<file path="src/include/aecp_pkg.sv">
// Constants shared by the asynchronous event counter pair.
// Assumes a 32-bit AXI4-Lite register bus and one 25 MHz system clock.
package aecp_pkg;

    // Register byte offsets on the bus.
    localparam logic [7:0] AECP_OFS_CLKSTOP = 8'h00;
    localparam logic [7:0] AECP_OFS_CTRL    = 8'h04;
    localparam logic [7:0] AECP_OFS_CLEAR   = 8'h08;
    localparam logic [7:0] AECP_OFS_CNTLOW  = 8'h0C;
    localparam logic [7:0] AECP_OFS_CNTHIGH = 8'h10;

    // Values after reset.
    localparam logic [7:0] AECP_RST_CLKSTOP = 8'hFF;
    localparam logic [4:0] AECP_RST_CTRL    = 5'h00;
    localparam logic [7:0] AECP_RST_COUNT   = 8'h00;

    // Field positions.
    localparam int AECP_BIT_RUN      = 3;
    localparam int AECP_POS_SRCLOW   = 0;
    localparam int AECP_POS_SRCHIGH  = 2;
    localparam int AECP_BIT_CASCADE  = 4;
    localparam int AECP_BIT_CLRLOW   = 0;
    localparam int AECP_BIT_CLRHIGH  = 1;

    // Count source selection codes.
    localparam logic [1:0] AECP_SRC_PIN  = 2'h0;
    localparam logic [1:0] AECP_SRC_DIV2 = 2'h1;
    localparam logic [1:0] AECP_SRC_DIV4 = 2'h2;
    localparam logic [1:0] AECP_SRC_DIV8 = 2'h3;

    // Prescaler terminal counts for the divided clocks.
    localparam logic [2:0] AECP_DIV2_END = 3'h1;
    localparam logic [2:0] AECP_DIV4_END = 3'h3;
    localparam logic [2:0] AECP_DIV8_END = 3'h7;

    // Bus responses.
    localparam logic [1:0] AECP_RESP_OKAY   = 2'h0;
    localparam logic [1:0] AECP_RESP_SLVERR = 2'h2;

endpackage : aecp_pkg

</file>
<file path="src/hw/aecp_counter.sv">
// Asynchronous event counter pair with an AXI4-Lite register slave.
// Assumes event pins are asynchronous and need two flip-flops of
// synchronisation; everything else runs on sys_clk.
//
// Contract
// - High counter: 8-bit, standalone or upper byte.
// - High source: pin, clock/2/4/8, low overflow.
// - High counter zero on reset or clear.
// - Low counter: 8-bit, standalone or lower byte.
// - Low source: pin or clock/2/4/8.
// - Low counter zero on reset or clear.
// - Standby bit 3: zero stops, resets one.
`timescale 1ns/10ps
module aecp_counter
    import aecp_pkg::*;
(
    // Clock and reset.
    input  wire logic        sys_clk,
    input  wire logic        sys_rst,
    // Event pins.
    input  wire logic        async_event_in_low,
    input  wire logic        async_event_in_high,
    // AXI4-Lite write address and data.
    input  wire logic        s_axi_awvalid,
    output wire logic        s_axi_awready,
    input  wire logic [7:0]  s_axi_awaddr,
    input  wire logic        s_axi_wvalid,
    output wire logic        s_axi_wready,
    input  wire logic [31:0] s_axi_wdata,
    input  wire logic [3:0]  s_axi_wstrb,
    // AXI4-Lite write response.
    output wire logic        s_axi_bvalid,
    input  wire logic        s_axi_bready,
    output wire logic [1:0]  s_axi_bresp,
    // AXI4-Lite read.
    input  wire logic        s_axi_arvalid,
    output wire logic        s_axi_arready,
    input  wire logic [7:0]  s_axi_araddr,
    output wire logic        s_axi_rvalid,
    input  wire logic        s_axi_rready,
    output wire logic [31:0] s_axi_rdata,
    output wire logic [1:0]  s_axi_rresp
);

    logic [7:0]  clkStop_ff;
    logic [4:0]  ctrl_ff;
    logic [7:0]  cntLow_ff;
    logic [7:0]  cntHigh_ff;
    logic [2:0]  presc_ff;
    logic [1:0]  sync1_ff;
    logic [1:0]  sync2_ff;
    logic [1:0]  prev_ff;
    logic        awHeld_ff;
    logic        wHeld_ff;
    logic [7:0]  awAddr_ff;
    logic [31:0] wData_ff;
    logic [3:0]  wStrb_ff;
    logic        bValid_ff;
    logic [1:0]  bResp_ff;
    logic        rValid_ff;
    logic [31:0] rData_ff;
    logic [1:0]  rResp_ff;

    // Decoded control fields.
    wire        eventRun = clkStop_ff[AECP_BIT_RUN];
    wire        cascade  = ctrl_ff[AECP_BIT_CASCADE];
    wire [1:0]  srcLow   = ctrl_ff[AECP_POS_SRCLOW +: 2];
    wire [1:0]  srcHigh  = ctrl_ff[AECP_POS_SRCHIGH +: 2];
    wire [1:0]  srcSel [2];
    wire [1:0]  pinEdge;
    wire [1:0]  tick;

    assign srcSel[0] = srcLow;
    assign srcSel[1] = srcHigh;

    // Prescaler strobes; the prescaler only runs while not in standby.
    wire div2Tick = (presc_ff[0] == AECP_DIV2_END[0]);
    wire div4Tick = (presc_ff[1:0] == AECP_DIV4_END[1:0]);
    wire div8Tick = (presc_ff == AECP_DIV8_END);

    // Per-channel pin synchroniser, rising-edge detector and source mux.
    // Only the second stage feeds the edge detector, never the first.
    wire [1:0] pinRaw = {async_event_in_high, async_event_in_low};
    genvar ch;
    generate
        for (ch = 0; ch < 2; ch++) begin : g_chan
            always_ff @(posedge sys_clk) begin
                if (sys_rst) begin
                    sync1_ff[ch] <= 1'b0;
                    sync2_ff[ch] <= 1'b0;
                    prev_ff[ch]  <= 1'b0;
                end else begin
                    sync1_ff[ch] <= pinRaw[ch];
                    sync2_ff[ch] <= sync1_ff[ch];
                    prev_ff[ch]  <= sync2_ff[ch];
                end
            end
            assign pinEdge[ch] = sync2_ff[ch] & ~prev_ff[ch];
            assign tick[ch] = (srcSel[ch] == AECP_SRC_PIN)  ? pinEdge[ch] :
                              (srcSel[ch] == AECP_SRC_DIV2) ? div2Tick :
                              (srcSel[ch] == AECP_SRC_DIV4) ? div4Tick :
                                                              div8Tick;
        end
    endgenerate

    // Count enables; the low overflow clocks the high byte in cascade.
    wire lowTick  = eventRun & tick[0];
    wire lowOvf   = lowTick & (cntLow_ff == 8'hFF);
    wire highTick = eventRun & (cascade ? lowOvf : tick[1]);

    // Bus write decode, done once both address and data are held.
    wire doWrite  = awHeld_ff & wHeld_ff & ~bValid_ff;
    wire wrHit    = (awAddr_ff == AECP_OFS_CLKSTOP) |
                    (awAddr_ff == AECP_OFS_CTRL) |
                    (awAddr_ff == AECP_OFS_CLEAR);
    wire wrStop   = doWrite & wStrb_ff[0] & (awAddr_ff == AECP_OFS_CLKSTOP);
    wire wrCtrl   = doWrite & wStrb_ff[0] & (awAddr_ff == AECP_OFS_CTRL);
    wire wrClear  = doWrite & wStrb_ff[0] & (awAddr_ff == AECP_OFS_CLEAR);
    wire clrLow   = wrClear & wData_ff[AECP_BIT_CLRLOW];
    wire clrHigh  = wrClear & wData_ff[AECP_BIT_CLRHIGH];

    // Bus read decode; counters are read-only and the clear strobes read as zero.
    wire [7:0] rdAddr = s_axi_araddr;
    wire       rdHit  = (rdAddr == AECP_OFS_CLKSTOP) |
                        (rdAddr == AECP_OFS_CTRL) |
                        (rdAddr == AECP_OFS_CLEAR) |
                        (rdAddr == AECP_OFS_CNTLOW) |
                        (rdAddr == AECP_OFS_CNTHIGH);
    wire [7:0] rdByte =
        (rdAddr == AECP_OFS_CLKSTOP) ? clkStop_ff :
        (rdAddr == AECP_OFS_CTRL)    ? {3'h0, ctrl_ff} :
        (rdAddr == AECP_OFS_CNTLOW)  ? cntLow_ff :
        (rdAddr == AECP_OFS_CNTHIGH) ? cntHigh_ff : 8'h00;

    // Handshake outputs.
    assign s_axi_awready = ~awHeld_ff & ~bValid_ff;
    assign s_axi_wready  = ~wHeld_ff & ~bValid_ff;
    assign s_axi_bvalid  = bValid_ff;
    assign s_axi_bresp   = bResp_ff;
    assign s_axi_arready = ~rValid_ff;
    assign s_axi_rvalid  = rValid_ff;
    assign s_axi_rdata   = rData_ff;
    assign s_axi_rresp   = rResp_ff;

    // Prescaler is held at zero in standby so divided sources stop with the block.
    always_ff @(posedge sys_clk) begin
        if (sys_rst || !eventRun) begin
            presc_ff <= 3'h0;
        end else begin
            presc_ff <= presc_ff + 3'h1;
        end
    end

    // Low counter; a software clear beats a coincident count.
    always_ff @(posedge sys_clk) begin
        if (sys_rst || clrLow) begin
            cntLow_ff <= AECP_RST_COUNT;
        end else if (lowTick) begin
            cntLow_ff <= cntLow_ff + 8'h01;
        end
    end

    // High counter, standalone or upper byte of the 16-bit pair.
    always_ff @(posedge sys_clk) begin
        if (sys_rst || clrHigh) begin
            cntHigh_ff <= AECP_RST_COUNT;
        end else if (highTick) begin
            cntHigh_ff <= cntHigh_ff + 8'h01;
        end
    end

    // Software settings; standby bit comes out of reset released.
    always_ff @(posedge sys_clk) begin
        if (sys_rst) begin
            clkStop_ff <= AECP_RST_CLKSTOP;
            ctrl_ff    <= AECP_RST_CTRL;
        end else begin
            if (wrStop) begin
                clkStop_ff <= wData_ff[7:0];
            end
            if (wrCtrl) begin
                ctrl_ff <= wData_ff[4:0];
            end
        end
    end

    // Write channel: address and data are taken in either order.
    always_ff @(posedge sys_clk) begin
        if (sys_rst) begin
            awHeld_ff <= 1'b0;
            wHeld_ff  <= 1'b0;
            awAddr_ff <= 8'h00;
            wData_ff  <= 32'h0000_0000;
            wStrb_ff  <= 4'h0;
        end else begin
            if (s_axi_awvalid && s_axi_awready) begin
                awHeld_ff <= 1'b1;
                awAddr_ff <= s_axi_awaddr;
            end else if (doWrite) begin
                awHeld_ff <= 1'b0;
            end
            if (s_axi_wvalid && s_axi_wready) begin
                wHeld_ff <= 1'b1;
                wData_ff <= s_axi_wdata;
                wStrb_ff <= s_axi_wstrb;
            end else if (doWrite) begin
                wHeld_ff <= 1'b0;
            end
        end
    end

    // Write response, one cycle after both halves are held.
    always_ff @(posedge sys_clk) begin
        if (sys_rst) begin
            bValid_ff <= 1'b0;
            bResp_ff  <= AECP_RESP_OKAY;
        end else if (doWrite) begin
            bValid_ff <= 1'b1;
            bResp_ff  <= wrHit ? AECP_RESP_OKAY : AECP_RESP_SLVERR;
        end else if (s_axi_bready) begin
            bValid_ff <= 1'b0;
        end
    end

    // Read channel: data registered on the address handshake.
    always_ff @(posedge sys_clk) begin
        if (sys_rst) begin
            rValid_ff <= 1'b0;
            rData_ff  <= 32'h0000_0000;
            rResp_ff  <= AECP_RESP_OKAY;
        end else if (s_axi_arvalid && s_axi_arready) begin
            rValid_ff <= 1'b1;
            rData_ff  <= {24'h000000, rdByte};
            rResp_ff  <= rdHit ? AECP_RESP_OKAY : AECP_RESP_SLVERR;
        end else if (s_axi_rready) begin
            rValid_ff <= 1'b0;
        end
    end

    // Checks on counting, clearing, standby and register writes.
    AST_HIGH_CASCADE: assert property (@(posedge sys_clk)
        disable iff (sys_rst)
        (cascade && eventRun && lowOvf && !clrHigh)
        |=> (cntHigh_ff == 8'($past(cntHigh_ff) + 8'h01)) && cntLow_ff == 8'h00)
        else $error("High byte did not follow low overflow.");

    AST_HIGH_HOLD: assert property (@(posedge sys_clk)
        disable iff (sys_rst)
        (!cascade && !tick[1] && !clrHigh) |=> $stable(cntHigh_ff))
        else $error("High counter moved without a source tick.");

    AST_HIGH_CLR: assert property (@(posedge sys_clk)
        disable iff (sys_rst)
        clrHigh |=> cntHigh_ff == 8'h00)
        else $error("High counter not cleared.");

    AST_LOW_COUNT: assert property (@(posedge sys_clk)
        disable iff (sys_rst)
        (lowTick && !clrLow)
        |=> cntLow_ff == 8'($past(cntLow_ff) + 8'h01))
        else $error("Low counter missed a count.");

    AST_LOW_DIV8: assert property (@(posedge sys_clk)
        disable iff (sys_rst)
        (srcLow == AECP_SRC_DIV8 && eventRun && !wrCtrl && !wrStop
            && !clrLow && lowTick)
        |=> (!lowTick || srcLow != AECP_SRC_DIV8) [*7])
        else $error("Divide-by-8 source ticked too often.");

    AST_LOW_CLR: assert property (@(posedge sys_clk)
        disable iff (sys_rst)
        clrLow |=> cntLow_ff == 8'h00)
        else $error("Low counter not cleared.");

    AST_STANDBY: assert property (@(posedge sys_clk)
        disable iff (sys_rst)
        (!eventRun && !clrLow && !clrHigh)
        |=> $stable(cntLow_ff) && $stable(cntHigh_ff))
        else $error("Counters moved in module standby.");

    AST_CTRL_WRITE: assert property (@(posedge sys_clk)
        disable iff (sys_rst)
        wrCtrl |=> ctrl_ff == $past(wData_ff[4:0]) && s_axi_bvalid)
        else $error("Control write not stored or not answered.");

endmodule : aecp_counter

</file>
<file path="config.mk">
export PLATFORM = sky130hd
export DESIGN_NAME = aecp_counter
export DESIGN_NICKNAME = d
export VERILOG_FILES = /design/src/include/aecp_pkg.sv /design/src/hw/aecp_counter.sv
export SDC_FILE = /design/constraint.sdc
export NUM_CORES = 1
export LEC_CHECK = 0
export BUFFER_PORTS_ARGS = -buffer_cell sky130_fd_sc_hd__buf_4
export CORE_UTILIZATION = 35
export CTS_CLUSTER_DIAMETER = 50
export DETAILED_ROUTE_END_ITERATION = 8
export SLEW_MARGIN = 40
export SYNTH_ARGS = -nofsm -noshare
export SYNTH_HDL_FRONTEND = slang
export SYNTH_SLANG_ARGS = --single-unit
</file>
<file path="constraint.sdc">
create_clock -name sys_clk -period 3.6 [get_ports sys_clk]
set_clock_uncertainty 0.1 [all_clocks]
set_input_delay 0.36 -clock sys_clk [delete_from_list [all_inputs] [get_ports sys_clk]]
set_output_delay 0.36 -clock sys_clk [all_outputs]
set_load 0.01 [all_outputs]
</file>
==> flow_summary.ini, run 1 <==
[outcome]
outcome = complete, no violations

[synth]
postSynth.asyncResetShare_pct = 0
ys_ff_latch = 69
synth_top_family_by_area = simple AND/OR/NAND/NOR gates
synthCells = 358
yosys.area_share.simple_pct = 21.33
syn_area_mm2 = 0.003120
synthTopCellsByArea = dfxtp_1 44%, buf_4 6.3%, nand2_1 5.7%
synthAdderAreaFrac_pct = 1.604
synth_compound_area_share_pct = 16.12
syn_avg_cell_area_um2 = 8.716
synthMuxAreaShare_pct = 3.849
seq_area_frac_synth_pct = 44.27
ys.flop_type = dfxtp_1
synth_edf_count = 0
yosys.area.top_type = dfxtp_1
yosys_warnings = 0
synth_cell_types = 44
synth_top_cell_area_share_pct = 44.27
yosys.area_share.xor_xnor_pct = 2.245

[flow_run]
drv_cap = 0

[sta]
final.period_utilization_pct = 67.59
hold_viol = 0
tns_ps = 0
worstMarginPinSlew_ps = 586.1
finalCriticalPeriod_ps = 2433
fin_ws_ps = 1167
hold_ws_ps = 125.9
setup_viol = 0
timing.fmax_mhz = 411.0
relSlewSlack_pct = 60.71
slew_violations = 0
rsz0062_at_grt = false

[place]
post_dp_cell_area_mm2 = 0.003443
io_buffers = 48
place_congestion = 0.9348
post-dp-hpwl_um = 4542
pre_cts_slack_ps = 1179

[cells_and_area]
final_cell_area_mm2 = 0.003641
diodes = 0
drive_gt1_share_pct = 17.94
syn2layout_area_growth_pct = 16.68
num-nets-final = 467

[clocking]
clk_pin_slew_ps = 80
cts_tree = done
cts.htree.levels = 3
cts_root_buffer = clkbuf_8
clkLatencyLatePin_ps = 340
cts_buffer_depth = 2
postCtsSetupRepairBufs = 0
clock-sinks = 69
ctsHoldBuffers = 0
cts.repair.resized = 0
cts_made_buffers = 9

[global_route]
grt_overflow_total = 0
grt_pass1_vias = 2277
grt_pass1_wl_um = 10870
grt_max_degree = 56
antenna_found_initial = 0
grt_use_total_pct = 15.45

[die]
rows = 34
ios = 102
die-area_mm2 = 0.009297
fp.dieH_um = 96.42
coreArea_mm2 = 0.008678
die_width_um = 96.42
initial_utilization_pct = 35.96

[detailed_routing]
num_vias = 2481
post-route-drc-count = 0
vias_per_cell = 4.817
drt_iter0_drc = 98
routedWlPerCell_um = 12.54
final_antenna_net_count = 0
dr.pass1.iters = 5
routed_wl_um = 6458

[worst_setup_path]
required_ps = 3730
cp-end-kind = flop
critPathMaxFanout = 16
cp-start-kind = flop
arrival_ps = 2570
critPathKind = flop to flop

[power]
internal_power_w = 0.001176
seqPwrFrac_pct = 51.1
clkPwrFrac_pct = 39.5
peakVddDrop_mv = 0.2802
combPwrFrac_pct = 9.5
cellLeakagePower_nw = 1.456
p_sw_share_pct = 25.67
p_total_w = 0.001583
p_sw_w = 0.0004062
p_per_area_mw_per_mm2 = 434.7

[hold_path]
hold_class = input pin to flop
==> layer usage <==
metal  vias up  GRT usage [%]  part of all wire [%]
li1       1275              -                     -
met1      1123          20.68                    48
met5         -              0                     0
met4         0          6.618                   1.2
met2        75          24.53                    46
met3         8          2.582                   4.4
==> area by class of cell <==
type / instances / area (um^2)
Sequential cell: 69 / 1381
Tap cell: 108 / 135.1
Inverter: 13 / 48.80
Multi-Input combinational cell: 261 / 1518
Clock inverter: 7 / 73.82
Timing Repair Buffer: 48 / 360.3
Clock buffer: 9 / 123.9
Fill cell: 902 / 5037
==> critical path, cell delays in order, from the launching register on <==
cell and delay (ps):
dfxtp_1 320, or4_4 530, or4_4 520, nor3_4 460, nor2b_1 110, a211o_1 290
==> state kept, by name (all words and copies together), names as in the netlist <==
name and cells:
s_axi_rresp 1, wData_ff 8, awAddr_ff 8, prev_ff 2
sync1_ff 2, sync2_ff 2, s_axi_bvalid 1, s_axi_rvalid 1
wHeld_ff 1, ctrl_ff 5, cntLow_ff 8, awHeld_ff 1
cntHigh_ff 8, wStrb_ff 1, clkStop_ff 8, presc_ff 3
s_axi_bresp 1, s_axi_rdata 8
==> metrics by stage <==
step	cells	util [%]
after floorplan	383	-
after global placement	499	39.55
after detailed placement	499	39.68
after CTS	515	41.96
after global routing	515	41.96
final	515	41.96
==> cells by family (layout without fill, tap and decap cells) <==
logic type      after synthesis  in the layout
flops                        69             69
fa+ha+maj                     4              4
compound gates               77             77
xor+xnor                      8              8
simple gates                134            134
buf+inv                      53             77
other cells                   1             26
mux                          12             12
==> cell usage after synthesis, drive strengths merged (2+ instances only) <==
library cell / n
inv: 13
a21oi: 32
nor3b: 2
a211o: 8
nor3: 7
nor2: 28
or2: 2
nand2: 47
o21ai: 8
mux2i: 12
or3b: 2
a22o: 4
or3: 8
ha: 4
a221o: 2
nand4: 2
o22ai: 5
a31o: 2
o2bb2ai: 3
and2: 3
or4: 3
dfxtp: 69
nand2b: 3
nor2b: 19
a22oi: 4
nand3: 6
buf: 32
xnor2: 6
o211ai: 4
xor2: 2
a2bb2oi: 2
clkbuf: 7
==> path summary, 6_finish.rpt <==
path / from / endpoint / slack (ps) / cells past startpoint
hold / removal: async_event_in_high / sync1_ff[1] / 130 / 2
setup reg to reg: awAddr_ff[4] / clkStop_ff[5] / 1170 / 5
setup / recovery: awAddr_ff[4] / clkStop_ff[5] / 1170 / 5
hold reg to reg: sync1_ff[0] / sync2_ff[0] / 340 / 1
==> power by group through the flow <==
stage	registers, W	logic, W	clock network (W)
3_5_place_dp	0.000827	0.000150	0
6_report	0.000808	0.000150	0.000625
3_3_place_gp	0.000826	0.000147	0
5_1_grt	0.000813	0.000172	0.000677
4_1_cts	0.000809	0.000150	0.000641
2_1_floorplan	0.000822	0.000116	0
==> cell usage in the layout, fill, tap and decap left out, types with 3 or more instances in the layout <==
master     instances
a211o_1            8
a21oi_1           32
a22o_1             4
a22oi_1            4
and2_1             3
buf_4             48
clkbuf_8           9
conb_1            26
dfxtp_1           69
ha_1               4
inv_1             13
mux2i_1           12
nand2_1           47
nand2b_1           3
nand3_1            6
nor2_1            28
nor2b_1           19
nor3_1             5
o211ai_1           4
o21ai_0            8
o22ai_1            5
o2bb2ai_1          3
or3_1              8
xnor2_1            6
Note: power is estimated with default switching activity, not from simulation.
==> run 2, diff against run 1 <==
clock period = 2.1 ns   (was 3.6 ns; I/O delays follow)
==> flow_summary.ini, run 2 (same netlist as run 1, synthesis figures left out) <==
[place]
io_buffers = 48
place_congestion = 0.9019
place_inst = 515
pre_cts_slack_ps = -221.1
post-dp-hpwl_um = 4844

[worst_setup_path]
arrival_ps = 2420
ff2ff_path_depth = 7
cp_top_family = simple AND/OR/NAND/NOR gates
critPathMaxFanout = 7
ff2ff_setup_slack_ps = -190
cp-start-kind = flop
crit_path_cell_trace = or4_4 -> or4_4 -> buf_6 -> nor3_4 -> buf_6 -> nor2b_1 -> a211o_1
cp-end-kind = flop
worst-path-buf-inv = 2
rr_startpoint = awAddr_ff[4]
required_ps = 2230
worstReg2RegEnd = clkStop_ff[6]
critPathKind = flop to flop
max_stage_delay_ps = 530
slowest_stage = or4_4

[hold_path]
whs_path_depth = 3
hold_class = input pin to flop
min_to = wData_ff[5]
hold_start = s_axi_wdata[5]

[detailed_routing]
vias_per_cell = 4.794
num_vias = 2555
drt_iter0_drc = 80
routedWlPerCell_um = 12.61
final_antenna_net_count = 0
dr.pass1.iters = 4
post-route-drc-count = 0
routed_wl_um = 6720

[die]
rows = 34
die_width_um = 96.42
fp.dieH_um = 96.42
die-area_mm2 = 0.009297
coreArea_mm2 = 0.008678
ios = 102
initial_utilization_pct = 35.96

[global_route]
grt_overflow_total = 0
antenna_found_initial = 0
grt_max_degree = 56
grt_pass1_vias = 2433
grt_use_total_pct = 16.12
grt_pass1_wl_um = 11420

[sta]
slew_violations = 0
hold_viol = 0
worstMarginPinSlew_ps = 544.8
fin_ws_ps = -187.9
setup_viol = 29
rsz0062_at_grt = true
tns_ps = -3253
finalCriticalPeriod_ps = 2288
relSlewSlack_pct = 63.68
timing.fmax_mhz = 437.1
final.period_utilization_pct = 108.9
hold_ws_ps = 13.74

[clocking]
cts.htree.levels = 3
cts_tree = done
clkLatencyLatePin_ps = 340
cts_root_buffer = clkbuf_8
clock-sinks = 69
cts_made_buffers = 9
clk_pin_slew_ps = 70
cts_buffer_depth = 2

[cells_and_area]
num-nets-final = 487
drive_gt1_share_pct = 20.94
final_common_cell = dfxtp_1
fillerInstances = 880
diodes = 0
final_cells = 533
multi_input_area_mm2 = 0.001521
syn2layout_area_growth_pct = 21.65
final_util_pct = 43.74
layout_common_cells = 67 x dfxtp_1, 63 x buf_4, 47 x nand2_1
seqCellArea_mm2 = 0.001384

[flow_run]
drv_cap = 0

[outcome]
outcome = finished with violations
violations = setup timing

[power]
cellLeakagePower_nw = 1.551
peakVddDrop_mv = 0.2835
p_per_area_mw_per_mm2 = 710.9
==> run 2: worst max path at each step <==
stage	start	endpoint	cells after the start
floorplan	awAddr_ff[4]	ctrl_ff[2]	6
global placement	awAddr_ff[4]	ctrl_ff[0]	5
detailed placement	awAddr_ff[4]	ctrl_ff[4]	5
CTS	awAddr_ff[4]	clkStop_ff[1]	7
global route	awAddr_ff[4]	clkStop_ff[5]	7
finish	awAddr_ff[4]	clkStop_ff[6]	7
==> run 2: cell type report <==
| class | instances | share of cell area (%) |
|---|---|---|
| Clock buffer | 12 | 3.823 |
| Timing Repair Buffer | 68 | 13.88 |
| Clock inverter | 2 | 0.9229 |
| Inverter | 13 | 1.285 |
| Multi-Input combinational cell | 261 | 40.08 |
| Sequential cell | 69 | 36.45 |
| Tap cell | 108 | 3.560 |
==> run 2: power breakdown <==
group	switching (W)	total (W)	internal [W]
clock	0.000468	0.00103	0.000567
sequential	0.0000346	0.00139	0.00135
combinational	0.000149	0.000275	0.000127
total	0.000651	0.00270	0.00205
==> run 2: tightest hold or removal path: stages <==
cell,delay (ps)
buf_4,110
nand2_1,40
a21oi_1,50
==> run 2: through the flow <==
| stage | total power (W) | cell area [um^2] |
|---|---|---|
| after detailed placement | 0.001691 | 3567 |
| after global placement | 0.001686 | 3567 |
| after global routing | 0.002836 | 3796 |
| final | 0.002699 | 3796 |
| after CTS | 0.002731 | 3785 |
| after floorplan | 0.001613 | 3238 |
==> run 2: repair_timing <==
item / 4_1_cts / 5_1_grt
buffers inserted: 1 / 1
hold endpoints to repair: 2 / 0
endpoints found under the setup margin: 29 / 29
gates resized for setup: 3 / 1
pin swaps: 3 / 2
gates cloned: 0 / 0
hold buffers: 2 / 0
==> run 2: routing by layer <==
metal | GRT usage, % | routed length (um)
met1 | 20.78 | 3136
met3 | 2.973 | 303
met5 | 0 | 0
met4 | 6.618 | 95
met2 | 26.54 | 3184
==> run 3, diff against run 2 <==
CAP_MARGIN = 40   (was default)
CELL_PAD_IN_SITES_DETAIL_PLACEMENT = 1   (was default)
CELL_PAD_IN_SITES_GLOBAL_PLACEMENT = 2   (was default)
CORE_UTILIZATION = 26   (was 35)
PLACE_DENSITY_LB_ADDON = 0.1   (was default)
==> flow_summary.ini, run 3 (same netlist as run 1, synthesis figures left out) <==
[global_route]
antenna_found_initial = 0
grt_max_degree = 30
grt_pass1_vias = 2701
grt_overflow_total = 0
grt_pass1_wl_um = 13700
grt_use_total_pct = 13.89

[cells_and_area]
fillerInstances = 1378
syn2layout_area_growth_pct = 26.74
num-nets-final = 488
seqCellArea_mm2 = 0.001385
multi_input_area_mm2 = 0.001529
final_util_pct = 34.20
final_cell_area_mm2 = 0.003955
diodes = 0
drive_gt1_share_pct = 23.13
layout_common_cells = 66 x dfxtp_1, 66 x buf_4, 47 x nand2_1

[worst_setup_path]
cp_top_family = simple AND/OR/NAND/NOR gates
worst-path-buf-inv = 0
slowest_stage = or4_4
cp_common_cell = or4_4
worstSetupPathDepth = 5
cp-start-kind = flop
required_ps = 2200
arrival_ps = 2360
max_stage_delay_ps = 520
cp-end-kind = flop
critPathMaxFanout = 5
critPathKind = flop to flop
crit_path_cell_trace = or4_4 -> or4_4 -> or3b_4 -> mux2i_1 -> nor2_1
ff2ff_path_depth = 5

[clocking]
cts_root_buffer = clkbuf_16
cts_made_buffers = 9
clk_pin_slew_ps = 60
clock-sinks = 69
cts_tree = done
cts.htree.levels = 3
cts_buffer_depth = 2
clkLatencyLatePin_ps = 330

[detailed_routing]
dr.pass1.iters = 6
post-route-drc-count = 5
routedWlPerCell_um = 13.93
num_vias = 2583
routed_wl_um = 7954
vias_per_cell = 4.524
drt_iter0_drc = 107
final_antenna_net_count = 0

[die]
fp.dieH_um = 111.6
ios = 102
die_width_um = 111.6
rows = 39
die-area_mm2 = 0.01244
coreArea_mm2 = 0.01156
initial_utilization_pct = 26.98

[sta]
slew_violations = 0
relSlewSlack_pct = 64.91
fin_ws_ps = -163.3
setup_viol = 29
timing.fmax_mhz = 441.8
rsz0062_at_grt = true
final.period_utilization_pct = 107.8
finalCriticalPeriod_ps = 2263
worstMarginPinSlew_ps = 524.4
hold_viol = 0

[outcome]
outcome = finished with violations
violations = DRC, setup timing

[place]
io_buffers = 48
pre_cts_slack_ps = -239.1
post_dp_cell_area_mm2 = 0.003633
place_congestion = 0.7393
post-dp-hpwl_um = 6031

[power]
peakVddDrop_mv = 0.4214
p_total_w = 0.003107
p_per_area_mw_per_mm2 = 785.6
cellLeakagePower_nw = 1.611

[hold_path]
whs_path_depth = 2
hold_class = input pin to flop

[flow_run]
drv_cap = 0
-- run 3: cell types whose count changed in the layout (fill, tap and decap cells not counted), moves of 2 or more --
cell        before  now
clkinvlp_4       0    2
clkbuf_16        0    9
nor2b_2          0    2
clkbuf_1         2    0
buf_4           63   66
nor2b_1         19   17
clkbuf_8        10    1
inv_6            0    2
-- run 3: path summary, 6_finish.rpt --
check,start,endpoint,slack (ps)
worst max register to register,awAddr_ff[4],ctrl_ff[0],-160
worst min register to register,sync1_ff[0],sync2_ff[0],350
worst min-delay path,async_event_in_low,sync1_ff[0],20
worst max-delay path,awAddr_ff[4],ctrl_ff[0],-160
-- run 3: power breakdown --
part | leakage, nW | switching (W) | internal (W)
Clock | 0.135 | 0.000598 | 0.000839
Combinational | 0.913 | 0.000153 | 0.000126
Sequential | 0.563 | 0.0000355 | 0.00135
Total | 1.61 | 0.000787 | 0.00232
-- run 3: per-stage QoR --
| step | hold slack [ps] | instances | setup TNS [ps] |
|---|---|---|---|
| after global routing | 22.16 | 571 | -3844 |
| after CTS | 4.134 | 571 | -2279 |
| final | 21.40 | 571 | -1833 |
| after global placement | 329.5 | 553 | -1930 |
| after floorplan | 238.2 | 383 | -829.6 |
| after detailed placement | 338.9 | 553 | -2171 |
-- run 3: layout make-up --
class                           instances  share of cell area [%]
Multi-Input combinational cell        261                   38.66
Sequential cell                        69                   35.02
Timing Repair Buffer                   69                   13.35
Clock buffer                           10                   6.042
Tap cell                              143                   4.524
Inverter                               13                   1.234
Clock inverter                          6                   1.171
-- run 3: repair_timing --
action,4_1_cts,5_1_grt
pin swaps,2,6
gates resized for setup,3,4
setup endpoints to repair,29,29
hold buffers,1,0
setup buffers,1,0
endpoints found under the hold margin,1,0
-- run 3: metal layers --
metal	track usage [%]	vias to the layer above	share of wire [%]
met5	0	-	0
met2	22.88	40	48
met3	3.484	5	3.0
met1	18.24	1227	49
li1	-	1311	-
met4	3.243	0	0.53
